`src/design/ccsr_pkg.sv`:
```
// shared constants, codes and state layout for the charger register block
package ccsr_pkg;
	// register offsets
	localparam logic [7:0] CCSR_OFS_CTRL = 8'h07;
	localparam logic [7:0] CCSR_OFS_STAT = 8'h08;
	localparam logic [7:0] CCSR_OFS_FAULT = 8'h09;
	// control field positions
	localparam int CCSR_B_DETECT = 7;
	localparam int CCSR_B_HALF = 6;
	localparam int CCSR_B_SWOFF = 5;
	localparam int CCSR_B_WARMSEL = 4;
	localparam int CCSR_B_SWDLY = 3;
	localparam int CCSR_B_SWRST = 2;
	localparam int CCSR_B_TRACK = 0;
	// control value after reset and the bits that survive watchdog expiry
	localparam logic [7:0] CCSR_CTRL_RST = 8'h4c;
	localparam logic [7:0] CCSR_WD_KEEP = 8'h2b;
	// clock and times
	localparam int CCSR_CLK_HZ = 10_000_000;
	localparam int CCSR_SWOFF_DLY_S = 10;
	localparam int CCSR_WD_BASE_S = 40;
	localparam int CCSR_SWOFF_DLY_CYC = CCSR_SWOFF_DLY_S * CCSR_CLK_HZ;
	localparam int CCSR_WD_BASE_CYC = CCSR_WD_BASE_S * CCSR_CLK_HZ;
	localparam int CCSR_CNT_W = 32;
	// voltages in mV
	localparam logic [13:0] CCSR_WARM_CAP_MV = 14'h1004;
	localparam logic [13:0] CCSR_TRK1_MV = 14'h00c8;
	localparam logic [13:0] CCSR_TRK2_MV = 14'h00fa;
	localparam logic [13:0] CCSR_TRK3_MV = 14'h012c;
	// input source codes
	localparam logic [2:0] CCSR_SRC_NONE = 3'h0;
	localparam logic [2:0] CCSR_SRC_SDP = 3'h1;
	localparam logic [2:0] CCSR_SRC_DCP = 3'h3;
	localparam logic [2:0] CCSR_SRC_OTG = 3'h7;
	// charge phase codes
	localparam logic [1:0] CCSR_PH_IDLE = 2'h0;
	localparam logic [1:0] CCSR_PH_PRE = 2'h1;
	localparam logic [1:0] CCSR_PH_FAST = 2'h2;
	localparam logic [1:0] CCSR_PH_DONE = 2'h3;
	// charge fault codes
	localparam logic [1:0] CCSR_CF_OK = 2'h0;
	localparam logic [1:0] CCSR_CF_INPUT = 2'h1;
	localparam logic [1:0] CCSR_CF_TSD = 2'h2;
	localparam logic [1:0] CCSR_CF_TIMER = 2'h3;
	// thermistor zone codes
	localparam logic [2:0] CCSR_TZ_NORMAL = 3'h0;
	localparam logic [2:0] CCSR_TZ_WARM = 3'h2;
	localparam logic [2:0] CCSR_TZ_COOL = 3'h3;
	localparam logic [2:0] CCSR_TZ_COLD = 3'h5;
	localparam logic [2:0] CCSR_TZ_HOT = 3'h6;
	// thermistor zone as judged by the analog side
	typedef enum logic [2:0] {ZONE_NORMAL, ZONE_WARM, ZONE_COOL, ZONE_COLD, ZONE_HOT} ccsr_zone_e;
	// whole state of the block
	typedef struct packed {
		logic [7:0] ctrl;
		logic detect_busy;
		logic detect_start;
		logic [CCSR_CNT_W-1:0] off_cnt;
		logic switch_open;
		logic [CCSR_CNT_W-1:0] wd_cnt;
		logic wd_fault;
		logic wd_expired;
		logic half_phase;
		logic safety_tick;
		logic safety_reset;
		logic reset_done;
		logic [13:0] vchg_target;
		logic [13:0] vin_limit;
		logic [7:0] rdata;
		logic rvalid;
		logic [1:0] psel_sync;
		logic swrst_en;
	} ccsr_state_s;
endpackage

```
`src/design/ccsr_regs.sv`:
```
// charger control and status register block
`timescale 1ns/1ps
module ccsr_regs
	import ccsr_pkg::*;
#(
	parameter bit PSEL_VARIANT = 1'b0, // 1: source select pin part
	parameter int SWOFF_DLY_CYCLES = CCSR_SWOFF_DLY_CYC, // switch-off delay
	parameter int WD_BASE_CYCLES = CCSR_WD_BASE_CYC // shortest watchdog period
) (
	input wire logic sys_clk, // core clock
	input wire logic srst, // sync reset, active high
	input wire logic [7:0] bus_addr, // register offset
	input wire logic bus_wr, // write strobe
	input wire logic [7:0] bus_wdata, // write data
	input wire logic bus_rd, // read strobe
	output logic [7:0] bus_rdata, // read data
	output logic bus_rvalid, // read data valid pulse
	input wire logic defaults_cmd, // register-defaults command pulse
	input wire logic [1:0] wd_period, // watchdog period field
	input wire logic detect_done, // data-line detection finished
	input wire logic [2:0] detected_type, // detection result code
	input wire logic psel_pin, // source select pin, async
	input wire logic vbus_present, // input attached
	input wire logic otg_active, // boost output running
	input wire logic boost_mode, // converter in boost
	input wire logic in_vlimit, // input voltage limiting
	input wire logic in_ilimit, // input current limiting
	input wire logic thermal_reg, // thermal current reduction
	input wire ccsr_zone_e zone, // thermistor zone
	input wire logic safety_tick_in, // safety timer base tick
	input wire logic charging, // charger active
	input wire logic precharge, // below precharge threshold
	input wire logic terminated, // charge terminated
	input wire logic power_good, // input power judged good
	input wire logic below_min_sys, // battery below system floor
	input wire logic boost_fault, // boost cannot start or run
	input wire logic input_fault, // input overvoltage or too low
	input wire logic thermal_shutdown, // thermal shutdown
	input wire logic safety_expired, // safety timer expired
	input wire logic bat_ovp, // battery overvoltage
	input wire logic [13:0] charge_voltage_target_mv, // programmed charge voltage
	input wire logic [13:0] input_voltage_limit_mv, // programmed input limit
	input wire logic [13:0] vbat_mv, // battery voltage
	output logic detect_start, // start detection pulse
	output logic switch_open, // battery switch opened
	output logic switch_reset_en, // switch reset function enable
	output logic safety_tick, // safety timer advance pulse
	output logic safety_reset, // safety timer reset pulse
	output logic defaults_done, // defaults restore done pulse
	output logic wd_expired, // watchdog expiry pulse
	output logic [13:0] vchg_target, // effective charge voltage
	output logic [13:0] vin_limit // effective input voltage limit
);

	ccsr_state_s st; // registered state
	ccsr_state_s next_st; // next state
	localparam ccsr_state_s ST_RST = '{ctrl: CCSR_CTRL_RST, swrst_en: 1'b1, default: '0};

	logic [7:0] stat_byte; // live source and charge status
	logic [7:0] fault_byte; // live fault status
	logic [2:0] src_code; // input source field
	logic [1:0] phase_code; // charge phase field
	logic [1:0] cfault_code; // charge fault field
	logic [2:0] zone_code; // thermistor field
	logic [13:0] track_ofs; // tracking offset
	logic [13:0] track_mv; // battery plus offset
	logic [CCSR_CNT_W-1:0] wd_limit; // selected watchdog count
	logic slow; // safety timer at half rate
	logic host_access; // any register access
	logic wr_ctrl; // write to control register

	// input source field, per variant
	always_comb begin
		if (otg_active) begin
			src_code = CCSR_SRC_OTG;
		end else if (!vbus_present) begin
			src_code = CCSR_SRC_NONE;
		end else if (PSEL_VARIANT) begin
			src_code = st.psel_sync[1] ? CCSR_SRC_SDP : CCSR_SRC_DCP;
		end else begin
			src_code = detected_type;
		end
	end

	// charge phase and fault codes
	always_comb begin
		if (!charging && !terminated) begin
			phase_code = CCSR_PH_IDLE;
		end else if (terminated) begin
			phase_code = CCSR_PH_DONE;
		end else if (precharge) begin
			phase_code = CCSR_PH_PRE;
		end else begin
			phase_code = CCSR_PH_FAST;
		end
		if (input_fault) begin
			cfault_code = CCSR_CF_INPUT;
		end else if (thermal_shutdown) begin
			cfault_code = CCSR_CF_TSD;
		end else if (safety_expired) begin
			cfault_code = CCSR_CF_TIMER;
		end else begin
			cfault_code = CCSR_CF_OK;
		end
	end

	// thermistor zone code, boost hides warm and cool
	always_comb begin
		unique case (zone)
			ZONE_NORMAL: zone_code = CCSR_TZ_NORMAL;
			ZONE_WARM: zone_code = boost_mode ? CCSR_TZ_NORMAL : CCSR_TZ_WARM;
			ZONE_COOL: zone_code = boost_mode ? CCSR_TZ_NORMAL : CCSR_TZ_COOL;
			ZONE_COLD: zone_code = CCSR_TZ_COLD;
			ZONE_HOT: zone_code = CCSR_TZ_HOT;
			default: zone_code = CCSR_TZ_NORMAL; // illegal zone input
		endcase
	end

	// live status bytes
	always_comb begin
		stat_byte = {src_code, phase_code, power_good, thermal_reg, below_min_sys};
		fault_byte = {st.wd_fault, boost_fault, cfault_code, bat_ovp, zone_code};
	end

	// tracking offset and watchdog period
	always_comb begin
		unique case (st.ctrl[CCSR_B_TRACK +: 2])
			2'h0: track_ofs = '0;
			2'h1: track_ofs = CCSR_TRK1_MV;
			2'h2: track_ofs = CCSR_TRK2_MV;
			2'h3: track_ofs = CCSR_TRK3_MV;
		endcase
		track_mv = vbat_mv + track_ofs;
		unique case (wd_period)
			2'h0: wd_limit = '0;
			2'h1: wd_limit = CCSR_CNT_W'(WD_BASE_CYCLES);
			2'h2: wd_limit = CCSR_CNT_W'(WD_BASE_CYCLES) << 1;
			2'h3: wd_limit = CCSR_CNT_W'(WD_BASE_CYCLES) << 2;
		endcase
	end

	// helper terms
	always_comb begin
		slow = st.ctrl[CCSR_B_HALF] && (in_vlimit || in_ilimit || zone == ZONE_COOL || thermal_reg);
		host_access = bus_wr || bus_rd;
		wr_ctrl = bus_wr && (bus_addr == CCSR_OFS_CTRL);
	end

	// next state
	always_comb begin
		next_st = st;
		next_st.psel_sync = {st.psel_sync[0], psel_pin};
		next_st.detect_start = 1'b0;
		next_st.wd_expired = 1'b0;
		next_st.safety_reset = 1'b0;
		next_st.reset_done = 1'b0;
		next_st.rvalid = 1'b0;
		next_st.safety_tick = 1'b0;
		// control register write, detect bit is a trigger when PSEL_VARIANT is 0
		if (wr_ctrl) begin
			next_st.ctrl = bus_wdata & ~(8'h1 << CCSR_B_DETECT);
			if (bus_wdata[CCSR_B_DETECT] && !PSEL_VARIANT) begin
				next_st.detect_busy = 1'b1;
				next_st.detect_start = 1'b1;
			end
		end
		if (detect_done && !next_st.detect_start) begin
			next_st.detect_busy = 1'b0;
		end
		// safety timer rate
		if (safety_tick_in) begin
			if (slow) begin
				next_st.half_phase = ~st.half_phase;
				next_st.safety_tick = st.half_phase;
			end else begin
				next_st.half_phase = 1'b0;
				next_st.safety_tick = 1'b1;
			end
		end
		// battery switch off, immediate or delayed
		if (!st.ctrl[CCSR_B_SWOFF]) begin
			next_st.switch_open = 1'b0;
			next_st.off_cnt = '0;
		end else if (!st.ctrl[CCSR_B_SWDLY]) begin
			next_st.switch_open = 1'b1;
		end else if (st.off_cnt >= CCSR_CNT_W'(SWOFF_DLY_CYCLES - 1)) begin
			next_st.switch_open = 1'b1;
		end else begin
			next_st.off_cnt = st.off_cnt + 1'b1;
		end
		next_st.swrst_en = st.ctrl[CCSR_B_SWRST];
		// effective charge voltage target
		if (zone == ZONE_WARM && !st.ctrl[CCSR_B_WARMSEL] && charge_voltage_target_mv > CCSR_WARM_CAP_MV) begin
			next_st.vchg_target = CCSR_WARM_CAP_MV;
		end else begin
			next_st.vchg_target = charge_voltage_target_mv;
		end
		// effective input voltage limit
		if (st.ctrl[CCSR_B_TRACK +: 2] != 2'h0 && track_mv > input_voltage_limit_mv) begin
			next_st.vin_limit = track_mv;
		end else begin
			next_st.vin_limit = input_voltage_limit_mv;
		end
		// register read, live status captured now
		if (bus_rd) begin
			next_st.rvalid = 1'b1;
			unique case (bus_addr)
				CCSR_OFS_CTRL: next_st.rdata = {PSEL_VARIANT ? st.psel_sync[1] : st.detect_busy,
					st.ctrl[6:0]};
				CCSR_OFS_STAT: next_st.rdata = stat_byte;
				CCSR_OFS_FAULT: next_st.rdata = fault_byte;
				default: next_st.rdata = 8'h00; // unmapped reads zero
			endcase
			if (bus_addr == CCSR_OFS_FAULT) begin
				next_st.wd_fault = 1'b0; // fault clears on read
			end
		end
		// watchdog, kicked by host traffic
		if (wd_period == 2'h0 || host_access) begin
			next_st.wd_cnt = '0;
		end else if (st.wd_cnt >= wd_limit - 1'b1) begin
			next_st.wd_cnt = '0;
			next_st.wd_expired = 1'b1;
			next_st.wd_fault = 1'b1;
			next_st.ctrl = (next_st.ctrl & CCSR_WD_KEEP) | (CCSR_CTRL_RST & ~CCSR_WD_KEEP);
			next_st.detect_busy = 1'b0;
		end else begin
			next_st.wd_cnt = st.wd_cnt + 1'b1;
		end
		// defaults command wins over control writes and the watchdog, but not the expiry and fault flags or the detect start pulse
		if (defaults_cmd) begin
			next_st.ctrl = CCSR_CTRL_RST;
			next_st.detect_busy = 1'b0;
			next_st.off_cnt = '0;
			next_st.switch_open = 1'b0;
			next_st.wd_cnt = '0;
			next_st.half_phase = 1'b0;
			next_st.safety_tick = 1'b0;
			next_st.safety_reset = 1'b1;
			next_st.reset_done = 1'b1;
		end
	end

	// state register
	always_ff @(posedge sys_clk) begin
		if (srst) begin
			st <= ST_RST;
		end else begin
			st <= next_st;
		end
	end

	// outputs straight from state flops
	assign bus_rdata = st.rdata;
	assign bus_rvalid = st.rvalid;
	assign detect_start = st.detect_start;
	assign switch_open = st.switch_open;
	assign switch_reset_en = st.swrst_en;
	assign safety_tick = st.safety_tick;
	assign safety_reset = st.safety_reset;
	assign defaults_done = st.reset_done;
	assign wd_expired = st.wd_expired;
	assign vchg_target = st.vchg_target;
	assign vin_limit = st.vin_limit;

endmodule // ccsr_regs

```
`config.mk`:
```
export PLATFORM = sky130hd
export DESIGN_NAME = ccsr_regs
export DESIGN_NICKNAME = d
export VERILOG_FILES = /design/src/design/ccsr_pkg.sv /design/src/design/ccsr_regs.sv
export SDC_FILE = /design/constraint.sdc
export NUM_CORES = 1
export LEC_CHECK = 0
export BUFFER_PORTS_ARGS = -buffer_cell sky130_fd_sc_hd__buf_2
export CORE_MARGIN = 5
export CORE_UTILIZATION = 56
export CTS_CLUSTER_SIZE = 40
export DETAILED_ROUTE_END_ITERATION = 8
export PLACE_DENSITY = 0.93
export SLEW_MARGIN = 5
export SYNTH_ARGS = -nofsm -noshare
export SYNTH_HDL_FRONTEND = slang
export SYNTH_SLANG_ARGS = --single-unit
```
`constraint.sdc`:
```
create_clock -name sys_clk -period 4.5 [get_ports sys_clk]
set_input_delay 0.675 -clock sys_clk [delete_from_list [all_inputs] [get_ports sys_clk]]
set_output_delay 0.675 -clock sys_clk [all_outputs]
set_load 0.05 [all_outputs]
```
==> metrics list <==
- Number of resized instances in the post-cts repair step: 0
* Total number of placement rows: 39
- Cells after DPL: 1006
- After floorplanning, the core was sized to cover 11500 µm².
* Class of the tightest hold or removal check: reg2reg
- The H-tree was split into 4 levels.
- Hold timing on the final database bottoms out at a slack of 0.474 ns.
- Layout cells sized above 1: 0.206
- Synth async-reset ratio: 0
- Syn Area/Cell: 8.36 µm²
- Post-Synthesis Cell Area: 6590 µm²
- In this run, synthesis produced a sequential element count of 117.
- Source-to-sink clock delay at the later pin of the worst-skew pair: 0.41 ns
* Number of vias after detailed routing: 5982
- Routed length per instance: 16.4 µm
- Worst Max-Slew Pin Slew: 1.21 ns
- The worst setup path is launched from a flip-flop.
- The number of failing hold endpoints at the final stage came to 0.
- Number of standard cells after synthesis: 788
- The critical path in this run is classified as reg2reg.
- In this run the power density over the cells is 354 nW/µm².
- The analysis attributes to net switching a power of 651 µW.
- Wire length of the first global-routing pass: 27.8 mm
* Number of flops mapped to enable cells by yosys: 0
- DIE HEIGHT: 118 µm
- Synthesis instantiated 62 different standard cells from the library.
* Clock-pin slew of the registers on the worst-case setup and hold paths: 0.05 ns
- Result of the run: finished, final reports clean
- The clock arrives with 0.0104 ns of skew.
- Total global routing overflow: 0
* Max Clock Freq: 242 MHz
- The share of total power dissipated in combinational logic is 0.090.
* Cell area after layout: 7710 µm²
- Starting density of the core: 0.574
- The internal portion of the total power is 2080 µW.
- Number of nets in the final layout: 1019
- Largest net degree at the start of global routing: 37
- The worst setup path is captured at a flip-flop.
- Of all nets on the critical path, the largest fanout is 7.
- The first detailed-routing pass ran for 5 iterations.
* Min cycle time layout: 4.14 ns
- Number of buffers inserted during clock tree synthesis: 17
* Number of buffers between clock root and the deepest sink: 2
- Endpoint arrival time on the critical path: 4.41 ns
- The tool flagged a number of max-cap violations equal to 0.
- Tot GR Track Use: 0.240
* Antenna violations before repair: 1
- # clock sinks: 117
- The design draws 2730 µW.
* Max-slew violation count: 0
- Of the total power, the share spent switching nets is 0.238.
* Final weighted congestion of routability-driven global placement: 0.905
- Aggregate negative setup slack: 0 ns
- Part of the total power dissipated in sequential elements: 0.388
- Portion of the clock cycle consumed by the worst path in the final layout: 0.920
- Post-CTS setup repair buffer count: 0
- The floorplan step set the die width to 118 µm.
- The final layout contains routed wiring with a total length of 17.0 mm.
- In this run, the number of DRC markers left after iteration 0 of detailed routing was 541.
- Area growth from synthesis to layout: 17.1%
- Post-route insts no fill: 1038
* Data required time of the worst path: 4.77 ns
- Finish-stage setup viols: 0
* Post-CTS Hold Buffers: 0
- Cell area after placement: 7080 µm²
- The number of nets in the synthesized netlist is 925.
* Hpwl dp: 12.1 mm
* Setup repair after global routing missed its margin: false
- TritonCTS built the clock tree.
- Clock network fraction of design power: 0.523
* Final antenna-violating net count: 0
- Worst VDD drop: 0.000312 V
- Synth Warn #: 0
- For this run, design rule violations remaining after detail routing come to 0.
- Register area share after synthesis: 0.356
- Floorplan die area: 14000 µm²
- In this run the static leakage power is 0.00326 µW.
* Worst slew margin relative to its limit: 0.195
- Dividing the detail-routed via count by the number of cells gives 5.76.
- Vias in the first global route: 5762
- Clock root buffer master: clkbuf_16
- IO buf count: 132
- In this run the count of I/O pins placed on the die edge is 134.
* Most used flip-flop cell after synthesis: dfxtp_1
## sequential cells by signal (all words and copies together) (netlist names), 8 cells and up
name         cells
vchg_target     14
bus_rdata        8
st              72
vin_limit       14
## placed cells by master, fill, tap and decap left out, types with 4 or more instances in the layout
cell,Yosys,layout
buf_2,2,132
dfxtp_1,117,117
nor2_1,108,108
nand2_1,60,60
ha_1,47,47
xnor2_1,41,41
a21oi_1,36,36
inv_1,34,34
nand3_1,29,29
nor3_1,27,27
xor2_1,20,20
nand4_1,18,18
and3_1,17,17
clkbuf_16,0,17
o21ai_0,16,16
and2_1,16,16
mux2i_1,13,13
nor4_1,13,13
a211oi_1,11,10
nor2b_1,9,9
nand2b_1,9,9
o211ai_1,8,8
o21a_1,7,6
and4_1,6,6
a21o_1,5,5
or3_1,4,4
a31o_2,4,4
bufinv_16,0,4
## synthesized netlist by cell type (3+ instances only)
library cell	count	share of area
a31oi_1	3	0.0029
nor2b_1	9	0.0085
nand4_1	18	0.017
nand2b_1	9	0.0085
inv_1	34	0.019
a22oi_1	3	0.0034
and3_1	17	0.016
o21ai_0	16	0.012
o21a_1	7	0.0080
buf_4	37	0.042
a222oi_1	3	0.0046
a311oi_1	3	0.0040
clkbuf_1	20	0.011
nand3_1	29	0.022
or2_2	3	0.0029
a31o_2	4	0.0053
nor3_1	27	0.021
mux2i_1	13	0.020
xnor2_1	41	0.055
nand2_1	60	0.034
ha_1	47	0.089
a21o_1	5	0.0057
nor2_1	108	0.062
and2_1	16	0.015
xor2_1	20	0.027
nor4_1	13	0.012
or4_1	3	0.0034
a21oi_1	36	0.027
and4_1	6	0.0080
dfxtp_1	117	0.36
o211ai_1	8	0.0091
a211oi_1	11	0.013
or3_1	4	0.0038
## layout make-up
type / count / area, µm²
Timing Repair Buffer: 135 / 683
Tap cell: 143 / 179
Sequential cell: 117 / 2340
Clock buffer: 19 / 443
Inverter: 34 / 128
Multi-Input combinational cell: 577 / 3750
Fill cell: 871 / 3760
Clock inverter: 12 / 179
Antenna cell: 1 / 2.50
## critical path: stages (launching register included)
cell	delay [ns]
dfxtp_1	0.43
inv_1	0.11
ha_1	0.22
inv_1	0.07
ha_1	0.29
a211oi_1	0.29
a211oi_1	0.12
o21a_1	0.21
a311oi_1	0.35
o31ai_1	0.15
ha_1	0.33
nand4_1	0.16
nor3_1	0.33
a21boi_0	0.32
o21a_2	0.34
mux2i_1	0.22
nor2_1	0.05
## path summary, 6_finish.rpt
| path | startpoint | endpoint | slack [ns] | depth (start not counted) |
|---|---|---|---|---|
| hold / removal | st[46]$_SDFF_PP0_ | st[46]$_SDFF_PP0_ | 0.47 | 1 |
| hold reg to reg | st[46]$_SDFF_PP0_ | st[46]$_SDFF_PP0_ | 0.47 | 1 |
| setup / recovery | st[113]$_SDFFE_PP0P_ | vin_limit[1]$_SDFF_PP0_ | 0.36 | 16 |
| setup reg to reg | st[113]$_SDFFE_PP0P_ | vin_limit[1]$_SDFF_PP0_ | 0.36 | 16 |
## power by group through the flow
stage          Clock [µW]  Sequential [µW]  Combinational, µW
2_1_floorplan           0             1080                167
3_3_place_gp            0             1080                234
3_5_place_dp            0             1080                241
4_1_cts              1440             1060                244
5_1_grt              1490             1060                267
6_report             1430             1060                245
## kinds of logic after synthesis
group	synth area share
buf+inv	0.0751
simple gates	0.252
xor+xnor	0.0811
fa+ha+maj	0.0893
compound gates	0.126
mux	0.0215
flops	0.356
## through the flow
stage                     setup slack, ns   util
after floorplan                     0.673      -
after global placement              0.357  0.617
after detailed placement            0.257  0.617
after CTS                           0.168  0.672
after global routing               0.0696  0.672
final                               0.360  0.672
## routing by layer
layer,track usage,vias up,part of all wire,wire (µm)
li1,-,2914,-,-
met1,0.291,2756,0.40,6720
met2,0.404,270,0.49,8330
met3,0.0664,42,0.087,1480
met4,0.0971,0,0.027,452
met5,0,-,0,0
No activity file was read; power rests on OpenSTA's default activity.
